`config.mk`:
```
export PLATFORM = sky130hd
export DESIGN_NAME = eprom_host
export DESIGN_NICKNAME = d
export VERILOG_FILES = /design/src/logic/eprom_host_pkg.sv /design/src/logic/eprom_host.sv /design/src/logic/sync_stage.sv
export VERILOG_INCLUDE_DIRS = /design/src /design/src/logic
export SDC_FILE = /design/constraint.sdc
export NUM_CORES = 1
export LEC_CHECK = 0
export BUFFER_PORTS_ARGS = -buffer_cell sky130_fd_sc_hd__buf_2
export CORE_ASPECT_RATIO = 2
export CORE_MARGIN = 5
export CORE_UTILIZATION = 45
export CTS_CLUSTER_SIZE = 40
export DETAILED_ROUTE_END_ITERATION = 10
export GPL_TIMING_DRIVEN = 0
export HOLD_SLACK_MARGIN = 0.05
export MAX_ROUTING_LAYER = met4
export PLACE_DENSITY = 0.69
export SLEW_MARGIN = 20
export SYNTH_ARGS = -nofsm -noshare
export SYNTH_HDL_FRONTEND = slang
export SYNTH_SLANG_ARGS = --single-unit
```
`constraint.sdc`:
```
create_clock -name mclk -period 3.93 [get_ports mclk]
set_clock_uncertainty 0.05 [all_clocks]
set_input_delay 0.786 -clock mclk [delete_from_list [all_inputs] [get_ports mclk]]
set_output_delay 0.786 -clock mclk [all_outputs]
set_load 0.02 [all_outputs]
```
`src/logic/eprom_host_map.svh`:
```
// Timing figures, cycle counts and widths for the parallel memory read controller
`ifndef EPROM_HOST_MAP_SVH
`define EPROM_HOST_MAP_SVH

// ----------------------------------------------------------------
// Array shape
// ----------------------------------------------------------------
`define WORD_COUNT 32768
`define ADDR_W 15
`define DATA_W 8

// ----------------------------------------------------------------
// Clock and pin timing, in ns
// ----------------------------------------------------------------
`define MCLK_PERIOD_NS 100
`define ADDRESS_ACCESS_DELAY_NS 120
`define SELECT_ACCESS_DELAY_NS 120
`define GATE_ACCESS_DELAY_NS 60
`define OUTPUT_RELEASE_DELAY_NS 30

// ----------------------------------------------------------------
// Derived cycle counts (least times round up, never below one)
// ----------------------------------------------------------------
`define CEIL_CYC(ns) (((ns) + `MCLK_PERIOD_NS - 1) / `MCLK_PERIOD_NS)
`define AT_LEAST_ONE(c) (((c) < 1) ? 1 : (c))
`define SETUP_CYC `AT_LEAST_ONE(`CEIL_CYC(`ADDRESS_ACCESS_DELAY_NS - `GATE_ACCESS_DELAY_NS))
`define GATE_CYC_RAW `AT_LEAST_ONE(`CEIL_CYC(`GATE_ACCESS_DELAY_NS))
`define GATE_CYC_CE `AT_LEAST_ONE(`CEIL_CYC(`SELECT_ACCESS_DELAY_NS) - `SETUP_CYC)
`define GATE_CYC ((`GATE_CYC_RAW > `GATE_CYC_CE) ? `GATE_CYC_RAW : `GATE_CYC_CE)
`define ADDR_CYC `AT_LEAST_ONE(`CEIL_CYC(`ADDRESS_ACCESS_DELAY_NS))
`define RELEASE_CYC `AT_LEAST_ONE(`CEIL_CYC(`OUTPUT_RELEASE_DELAY_NS))
`define SYNC_STAGES 2
`define CNT_W 4

`endif

```
`src/logic/eprom_host_pkg.sv`:
```
// Types shared by the parallel memory read controller
`include "eprom_host_map.svh"

package eprom_host_pkg;

	typedef enum logic [2:0] {
		ST_IDLE,
		ST_SETUP,
		ST_ACCESS,
		ST_HELD,
		ST_ADDR_WAIT,
		ST_RELEASE
	} host_state_t;

	typedef struct packed {
		host_state_t state;
		logic [`CNT_W-1:0] count;
		logic [`ADDR_W-1:0] addr;
		logic select_n;
		logic gate_n;
		logic resp_valid;
		logic [`DATA_W-1:0] resp_data;
	} host_regs_t;

endpackage

```
`src/logic/eprom_host.sv`:
```
// Host-side read controller for an asynchronous 32K x 8 read-only memory
//
// Summary of operation
// - Full address driven in parallel on dedicated lines; no latch strobe.
// - Host uses select for choice and power, gate to put data on bus.
// - Data valid 60 ns after gate falls, if select/address set up 60 ns before.
// - Gate may lag select by select access minus gate access time.
`timescale 1ns/10ps
`include "eprom_host_map.svh"

module eprom_host
	import eprom_host_pkg::*;
(
	// Clock and reset
	input wire logic mclk,
	input wire logic resetn,
	// Read request
	input wire logic req_valid,
	output logic req_ready,
	input wire logic [`ADDR_W-1:0] req_addr,
	input wire logic hold_select,
	// Read answer
	output logic resp_valid,
	output logic [`DATA_W-1:0] resp_data,
	output logic busy,
	// Memory pins
	output logic [`ADDR_W-1:0] word_address_lines,
	output logic select_n,
	output logic gate_n,
	input wire logic [`DATA_W-1:0] read_data_lines
);

	// ----------------------------------------------------------------
	// Cycle counts
	// ----------------------------------------------------------------
	localparam int SETUP_N = `SETUP_CYC;
	localparam int ACCESS_N = `GATE_CYC + `SYNC_STAGES;
	localparam int ADDR_N = `ADDR_CYC + `SYNC_STAGES;
	localparam int RELEASE_N = `RELEASE_CYC;

	// Counter load value for a stay of n cycles
	function automatic logic [`CNT_W-1:0] stay(input int n);
		return `CNT_W'(n - 1);
	endfunction

	// ----------------------------------------------------------------
	// Reset release and pin synchronisers
	// ----------------------------------------------------------------
	logic rst_n;
	logic [`DATA_W-1:0] data_sync;

	sync_stage #(
		.WIDTH(1),
		.CLEAR_VALUE(1'b0)
	) u_reset_sync (
		.mclk(mclk),
		.clear_n(resetn),
		.d(1'b1),
		.q(rst_n)
	);

	sync_stage #(
		.WIDTH(`DATA_W),
		.CLEAR_VALUE('0)
	) u_data_sync (
		.mclk(mclk),
		.clear_n(rst_n),
		.d(read_data_lines),
		.q(data_sync)
	);

	// ----------------------------------------------------------------
	// Sequencer
	// ----------------------------------------------------------------
	host_regs_t r;
	host_regs_t next_r;
	logic take;

	// Requests are taken only with the bus idle or held selected
	assign req_ready = (r.state == ST_IDLE) || (r.state == ST_HELD);
	assign take = req_valid && req_ready;

	always_comb begin
		next_r = r;
		next_r.resp_valid = 1'b0;
		if (r.count != '0) begin
			next_r.count = r.count - `CNT_W'(1);
		end
		unique case (r.state)
			ST_IDLE: begin
				// Standby: select high keeps the device powered down
				next_r.select_n = 1'b1;
				next_r.gate_n = 1'b1;
				if (take) begin
					// Whole address and select go out together
					next_r.addr = req_addr;
					next_r.select_n = 1'b0;
					next_r.count = stay(SETUP_N);
					next_r.state = ST_SETUP;
				end
			end
			ST_SETUP: begin
				// Address and select settle before the gate falls
				if (r.count == '0) begin
					next_r.gate_n = 1'b0;
					next_r.count = stay(ACCESS_N);
					next_r.state = ST_ACCESS;
				end
			end
			ST_ACCESS, ST_ADDR_WAIT: begin
				// Sample only while both controls are low
				if (r.count == '0) begin
					next_r.resp_data = data_sync;
					next_r.resp_valid = 1'b1;
					if (hold_select) begin
						next_r.state = ST_HELD;
					end else begin
						next_r.select_n = 1'b1;
						next_r.gate_n = 1'b1;
						next_r.count = stay(RELEASE_N);
						next_r.state = ST_RELEASE;
					end
				end
			end
			ST_HELD: begin
				// Device stays selected and driving; a new address restarts access
				if (take) begin
					next_r.addr = req_addr;
					next_r.count = stay(ADDR_N);
					next_r.state = ST_ADDR_WAIT;
				end else if (!hold_select) begin
					next_r.select_n = 1'b1;
					next_r.gate_n = 1'b1;
					next_r.count = stay(RELEASE_N);
					next_r.state = ST_RELEASE;
				end
			end
			ST_RELEASE: begin
				// Give the device time to float its outputs before the next select
				if (r.count == '0) begin
					next_r.state = ST_IDLE;
				end
			end
		endcase
	end

	always_ff @(posedge mclk or negedge rst_n) begin
		if (!rst_n) begin
			r <= '{
				state: ST_IDLE,
				count: '0,
				addr: '0,
				select_n: 1'b1,
				gate_n: 1'b1,
				resp_valid: 1'b0,
				resp_data: '0
			};
		end else begin
			r <= next_r;
		end
	end

	// ----------------------------------------------------------------
	// Outputs
	// ----------------------------------------------------------------
	assign word_address_lines = r.addr;
	assign select_n = r.select_n;
	assign gate_n = r.gate_n;
	assign resp_valid = r.resp_valid;
	assign resp_data = r.resp_data;
	assign busy = (r.state != ST_IDLE);

endmodule

```
`src/logic/sync_stage.sv`:
```
// Two-flop synchroniser with asynchronous clear to a fixed value
`timescale 1ns/10ps

module sync_stage #(
	parameter int WIDTH = 1,
	parameter logic [WIDTH-1:0] CLEAR_VALUE = '0
) (
	// Clock and clear
	input wire logic mclk,
	input wire logic clear_n,
	// Data
	input wire logic [WIDTH-1:0] d,
	output logic [WIDTH-1:0] q
);

	typedef struct packed {
		logic [WIDTH-1:0] first;
		logic [WIDTH-1:0] second;
	} sync_regs_t;

	sync_regs_t r;
	sync_regs_t next_r;

	always_comb begin
		next_r.first = d;
		next_r.second = r.first;
	end

	always_ff @(posedge mclk or negedge clear_n) begin
		if (!clear_n) begin
			r <= {CLEAR_VALUE, CLEAR_VALUE};
		end else begin
			r <= next_r;
		end
	end

	assign q = r.second;

endmodule

```
== Word-level counts from Yosys, hierarchy flattened ==
Cells that the tools add are included.
W data, S select, Z words.

* Reductions and logical operators: 15
* Equality and inequality tests: 12
* Muxes and demuxes: 20
* Add/sub/neg operators: 1

{| class="wikitable"
|+ Operators with widths
! operator !! count
|-
| $pmux W15 S2 || 1
|-
| $mux W7 || 4
|-
| $mux W23 || 1
|-
| $pmux W4 S4 || 1
|-
| $mux W15 || 1
|-
| $pmux W3 S5 || 1
|-
| $ne A2 B2 Y1 const B || 6
|-
| $mux W11 || 1
|-
| $mux W9 || 1
|-
| $mux W4 || 2
|-
| $reduce_bool A4 Y1 || 2
|-
| $eq A3 B2 Y1 const B || 2
|-
| $eq A3 B3 Y1 const B || 2
|-
| $mux W3 || 2
|-
| $reduce_and A3 Y1 || 2
|-
| $reduce_bool A3 Y1 || 2
|-
| $reduce_and A5 Y1 || 1
|-
| $logic_not A4 Y1 || 1
|-
| $mux W2 || 2
|-
| $pmux W1 S4 || 1
|-
| $reduce_and A4 Y1 || 1
|-
| $sub A4 B1 Y4 const B || 1
|-
| $eq A3 B1 Y1 const B || 1
|-
| $logic_not A3 Y1 || 1
|-
| 8 further kinds || 8
|}

* Register bits: 51
* Output and inout bits: 28
* Input bits: 27

== Logic depth before layout (Yosys ltp) ==
Gate-level depths: netlist (run 1).

* Word-level depth: 5
* Mapped depth: 9
* Gate-level depth less buffers: 9

== Hierarchy ==
A second synthesis (run 1) with hierarchy kept.

* Cells, all modules: 192
* Area total of the unflattened synthesis: 2318.5 µm²

{| class="wikitable"
|+ By module, submodules not included
! module !! cells each !! instances !! area each (µm²) !! sequential area each (µm²)
|-
| eprom_host || 174 || 1 || 1868.0 || 828.3
|-
| sync_stage (u_data_sync) || 16 || 1 || 400.4 || 400.4
|-
| sync_stage (u_reset_sync) || 2 || 1 || 50.0 || 50.0
|}

== Worst setup path after synthesis (run 1) ==
No wires, ideal clock.

* Path type: flip-flop to output port
* Start: register r[30] in the netlist's numbering
* End: output busy
* Stages on the path, launching flop included: 6
* Slack: 1.818 ns
* Arrival time: 1.276 ns
* Data required time: 3.094 ns
* Cell sequence: dfrtp_1 > clkbuf_2 > clkbuf_1 > buf_1 > nor3_1 > inv_1

* Longest elaborated chain between the ends: 1

{| class="wikitable"
|+ Ends and longest elaborated chain
! what !! RTL line !! RTL
|-
| start, declared || eprom_host.sv:75 || <nowiki>host_regs_t r;</nowiki>
|-
| start signal, assigned || eprom_host.sv:149 || <nowiki>r <= '{</nowiki>
|-
| start signal, assigned || eprom_host.sv:159 || <nowiki>r <= next_r;</nowiki>
|-
| $reduce_bool A3 Y1 || eprom_host.sv:171 || <nowiki>assign busy = (r.state != ST_IDLE);</nowiki>
|-
| end, declared || eprom_host.sv:25 || <nowiki>output logic busy,</nowiki>
|}

No other way between the ends.

== Worst setup path after layout (run 1) ==
Ends and elaborated chain as after synthesis.

==> out/qor.txt, run 1 <==
Final hold violations: 0
Outcome: completed
Drt wl/cell: 14.2 um
Worst R2R Start: r[26]
Std cell rows: 36
Worst setup EP type: output pin
Layout cells sized above 1: 0.476
Sw Share: 0.393
CP arrival: 1.91 ns
GPL Wtd Cong: 0.793
Core Footprint: 4860 um^2
Number of hold buffers added after cts: 0
Unique cell type count in the Yosys netlist: 38
Global-route wire length before repair: 6900 um
DR WL met2: 2420 um
Clk pin slew, worst setup/hold paths: 0.10 ns
Psw: 0.000905 W
Least-Margin Pin Slew: 0.546 ns
Setup bufs post-CTS: 0
Area Growth Syn to Fin: 20.2%
DP Area: 2590 um^2
Syn nets: 213
Clk_lat worst skew: 0.31 ns
Ys async rst share: 1.00
Ys flop type: dfrtp_1
Initial antenna violation count: 0
Setup CP Type: register to output pin
Clk sinks: 51
Total gr overflow: 0
Port bufs: 53
Setup TNS: 0 ns
Detailed Route WL: 4310 um
Leakage Power: 1.27 nW
Inst Count DP: 295
Register Area: 1280 um^2
Post_cts resized: 0
Tmin final: 2.75 ns
Multi-input gate area: 711 um^2
Die Y: 110 um
Initial core utilization: 0.458
CTS buffer count: 5
DPL Wire Length: 3250 um
Cells after Synth: 184
RSZ-0062 raised after global routing: false
Worst path buffer plus inverter count: 5
Clock root cell: clkbuf_8
Int Power: 0.00140 W
Critical Path, Cell by Cell: clkbuf_2 > clkbuf_1 > buf_1 > nor3_1 > inv_1 > buf_2
Comb pwr share: 0.518
Drt first pass iters: 4
Pwr Density: 859 nW/um^2
DR iter-0 viols: 33
Fillers: 452
Fmax: 364 MHz
Top routing layer in use: met4
Max-cap violations: 0
Number of I/O pins: 55
Global Route Usage Sum: 0.145
Met1 Routed Length: 1530 um
Finished Cell Area: 2680 um^2
Vias in the first global route: 1527
Final setup fails: 0
CP max stage delay: 0.38 ns
FF-to-FF setup slack: 1.58 ns
Final Non-Filler Cells: 303
Worst r2r path cells: 6
Yosys reg bits: 51
DIE WIDTH: 59.8 um
Synth Cell Area: 2230 um^2
R2R Path End: resp_data[1]
ANT cells: 0
Period utilization: 0.699
Residual DRC: 0
Yosys warns: 0
Critical path launch point type: register
Final WS setup: 1.18 ns
TritonCTS clock tree: built
EDFF count, synth: 0
Max VDD drop: 498 uV
Post-route ant nets: 0
Clock power frac: 0.134
Hold/Removal Path Class: primary input to async pin
Clock buffer depth: 2
Vias/cell: 4.98
Largest net degree at the start of global routing: 27
Pre-CTS WS: 1.54 ns
Vias: 1510
Critical-path top delay cell: buf_1
Peak fanout along the critical path: 10
Max Slew Vio Count: 0
DIE AREA: 6540 um^2
Final nets: 274
Reg power frac: 0.347
Critical path's top delay family: buffers and inverters
Routed met3 length: 285 um
H-tree lvl count: 2
CP required: 3.09 ns
Worst slew margin: 0.636
Sequential area share after synthesis: 0.574
Syn avg cell area: 12.1 um^2
[power by group through the flow]
| stage | sequential, W | clock [W] | combinational (W) |
|---|---|---|---|
| after floorplan | 0.000806 | 0 | 0.000913 |
| after global placement | 0.000809 | 0 | 0.00117 |
| after detailed placement | 0.000813 | 0 | 0.00120 |
| after CTS | 0.000803 | 0.000322 | 0.00121 |
| after global routing | 0.000825 | 0.000343 | 0.00130 |
| final | 0.000799 | 0.000309 | 0.00119 |
[cell families after synthesis]
family	share of synthesized area
compound gates	0.0915
xor+xnor	0.00393
fa+ha+maj	0.0157
buf+inv	0.107
flops	0.574
mux	0.125
other cells	0.00168
simple gates	0.0809
[registers in the layout (all words and copies together), names as in the netlist]
| register | count |
|---|---|
| u_data_sync.next_r | 8 |
| resp_data | 8 |
| select_n | 1 |
| r | 7 |
| resp_valid | 1 |
| u_data_sync.q | 8 |
| u_reset_sync.next_r | 1 |
| word_address_lines | 15 |
| u_reset_sync.q | 1 |
| gate_n | 1 |
[synthesized netlist by cell type, types with 2 or more instances]
cell | n | share of area
nor2_1 | 7 | 0.012
nand2b_1 | 6 | 0.017
dfrtp_1 | 49 | 0.55
nor2b_1 | 3 | 0.0084
buf_2 | 2 | 0.0045
nor4_1 | 2 | 0.0056
o21ai_0 | 6 | 0.013
inv_1 | 5 | 0.0084
nor3_1 | 3 | 0.0067
a21oi_1 | 12 | 0.027
nand2_1 | 8 | 0.013
mux2_2 | 23 | 0.12
ha_1 | 2 | 0.011
buf_4 | 23 | 0.077
o22ai_1 | 2 | 0.0056
clkbuf_1 | 5 | 0.0084
buf_1 | 2 | 0.0034
dfstp_2 | 2 | 0.024
o32ai_1 | 2 | 0.0079
mux2i_1 | 2 | 0.0090
[layout by cell type (no fill, tap or decap), types with 2 or more instances in the layout]
master / instances
nand2_1: 8
dfrtp_1: 48
a21oi_1: 12
buf_4: 23
o32ai_1: 2
nor2b_1: 3
ha_1: 2
nor2_1: 7
clkbuf_1: 5
dfstp_2: 2
o21ai_0: 6
buf_1: 2
nor3_1: 3
mux2_2: 23
nor4_1: 2
buf_2: 55
clkbuf_8: 5
nand2b_1: 6
inv_1: 5
o22ai_1: 2
mux2i_1: 2
[worst reg2reg max path, cell delays in order, from the launching register on]
cell and delay [ns]:
dfrtp_1 0.41, inv_1 0.10, ha_1 0.22, nor3b_4 0.47
inv_4 0.13, a211oi_4 0.44, mux2_2 0.41
[stage by stage]
stage	power (W)	hold WS, ns	utilization
finish	0.00230	0.193	0.551
global route	0.00247	0.176	0.551
CTS	0.00233	0.185	0.551
detailed placement	0.00201	0.221	0.532
global placement	0.00198	0.283	0.527
floorplan	0.00172	0.281	-
[worst max path at each step]
stage,slack (ns),endpoint,depth (start not counted),startpoint
after floorplan,1.82,busy,5,r[30]
after global placement,1.55,busy,6,r[30]
after detailed placement,1.54,busy,6,r[30]
after CTS,1.18,busy,6,r[30]
after global routing,1.02,busy,6,r[30]
final,1.18,busy,6,r[30]
[layout make-up]
| type | count | share of cell area |
|---|---|---|
| inverters | 6 | 0.00934 |
| clock buffers | 5 | 0.0257 |
| clock inverters | 3 | 0.00887 |
| repair buffers | 54 | 0.106 |
| flip-flops and latches | 51 | 0.478 |
| multi-input cells | 94 | 0.265 |
| well taps | 57 | 0.0266 |
| plain buffers | 33 | 0.0799 |
[routing by layer]
metal,vias to the layer above,GRT usage
met5,-,-
met4,0,0.0602
met3,6,0.0317
met2,47,0.268
met1,732,0.139
li1,725,-
Power figures use the tool's default switching activity.
==> run 2, diff against run 1 <==
==> constraint.sdc (replaced) <==
create_clock -name mclk -period 2.7 [get_ports mclk]
set_clock_uncertainty 0.05 [all_clocks]
set_input_delay 0.54 -clock mclk [delete_from_list [all_inputs] [get_ports mclk]]
set_output_delay 0.54 -clock mclk [all_outputs]
set_load 0.02 [all_outputs]
==> out/qor.txt, run 2 (same netlist as run 1, synthesis figures left out) <==
Max Slew Vio Count: 0
Post-route ant nets: 0
Vias in the first global route: 1520
Final WS setup: 0.196 ns
Max VDD drop: 726 uV
Port bufs: 53
Number of I/O pins: 55
Die Y: 110 um
Final setup fails: 0
Vias: 1512
Setup bufs post-CTS: 0
Std cell rows: 36
Core Footprint: 4860 um^2
DR iter-0 viols: 33
Pwr Density: 1250 nW/um^2
Area Growth Syn to Fin: 20.7%
Period utilization: 0.927
CTS buffer count: 5
DPL Wire Length: 3250 um
Global Route Usage Sum: 0.144
Commonest non-fill, non-tap cells in the layout: 55 x buf_2, 48 x dfrtp_1, 23 x mux2_2, 23 x buf_4, 12 x a21oi_1
Least-Margin Pin Slew: 0.545 ns
GPL Wtd Cong: 0.793
Worst slew margin: 0.636
Final hold violations: 0
Global-route wire length before repair: 6850 um
Commonest non-fill, non-tap cell in the layout: buf_2
Drt first pass iters: 4
DIE WIDTH: 59.8 um
Clk_lat worst skew: 0.31 ns
Pre-CTS WS: 0.371 ns
DIE AREA: 6540 um^2
Leakage Power: 1.27 nW
Max-cap violations: 0
Clk sinks: 51
Vias/cell: 4.97
Total gr overflow: 0
Setup TNS: 0 ns
Detailed Route WL: 4290 um
Max reg flops: 15
Layout cells sized above 1: 0.474
Worst setup EP type: output pin
Initial core utilization: 0.458
Setup CP Type: register to output pin
TritonCTS clock tree: built
Clk pin slew, worst setup/hold paths: 0.10 ns
Residual DRC: 0
RSZ-0062 raised after global routing: false
Tmin final: 2.50 ns
Critical path launch point type: register
Total Power: 0.00335 W
Largest net degree at the start of global routing: 27
Drt wl/cell: 14.1 um
Hold/Removal Path Class: register to async pin
Clock root cell: clkbuf_8
Outcome: completed
CP required: 2.11 ns
Final nets: 275
Fmax: 399 MHz
Peak fanout along the critical path: 10
CP arrival: 1.91 ns
Initial antenna violation count: 0
Clock buffer depth: 2
H-tree lvl count: 2
ANT cells: 0
run 2: cell types whose count changed in the layout (fill, tap and decap cells not counted), sizes merged:
cell,delta
dlygate4sd3,+1
run 2: through the flow:
step / std cells / hold slack [ns] / cell area (um^2) / utilization
after floorplan: 184 / 0.194 / 2230 / -
after global placement: 294 / 0.275 / 2560 / 0.527
after detailed placement: 295 / 0.221 / 2590 / 0.532
after CTS: 304 / 0.228 / 2690 / 0.553
after global routing: 304 / 0.266 / 2690 / 0.553
final: 304 / 0.206 / 2690 / 0.553
run 2: per-layer routing:
| metal | vias to the layer above | share of wire | GRT usage | routed length (um) |
|---|---|---|---|---|
| met3 | 6 | 0.070 | 0.0317 | 302 |
| met1 | 725 | 0.35 | 0.141 | 1510 |
| li1 | 726 | - | - | - |
| met4 | 0 | 0.018 | 0.0602 | 75 |
| met2 | 55 | 0.56 | 0.261 | 2390 |
| met5 | - | 0 | - | 0 |
run 2: layout make-up:
| class | count | area (um^2) |
|---|---|---|
| clock inverter | 3 | 23.8 |
| multi-input combinational | 94 | 711 |
| inverter | 6 | 25.0 |
| timing repair buffer | 55 | 295 |
| tap | 57 | 71.3 |
| clock buffer | 5 | 68.8 |
| fill | 455 | 2180 |
| buffer | 33 | 214 |
| sequential | 51 | 1280 |
run 2: power by group:
part | total, W | internal (W) | switching (W) | leakage (nW)
Sequential | 0.00116 | 0.00103 | 0.000133 | 0.607
Combinational | 0.00174 | 0.000817 | 0.000921 | 0.620
Clock | 0.000448 | 0.000187 | 0.000261 | 0.0461
run 2: path summary, 6_finish.rpt:
kind                                         start               endpoint  cells after the start  slack [ns]
min in group mclk               read_data_lines[2]  u_data_sync.next_r[2]                      1        0.29
worst max register to register               r[26]           resp_data[1]                      6        0.36
worst max-delay path                         r[30]                   busy                      6        0.20
worst min register to register      u_reset_sync.q       u_data_sync.q[0]                      0        0.21
max in group asynchronous           u_reset_sync.q               select_n                      1        1.79
worst min-delay path                u_reset_sync.q       u_data_sync.q[0]                      0        0.21
run 2: what timing repair did:
item | 4_1_cts | 5_1_grt
hold buffers | 1 | 0
endpoints found under the setup margin | 0 | 0
hold endpoints to repair | 2 | 0
resized for setup | 0 | 0
run 2: worst max-delay path: stages (launching register included):
cell and delay (ns):
dfrtp_1 0.34, clkbuf_2 0.20, clkbuf_1 0.35, buf_1 0.38
nor3_1 0.12, inv_1 0.07, buf_2 0.15
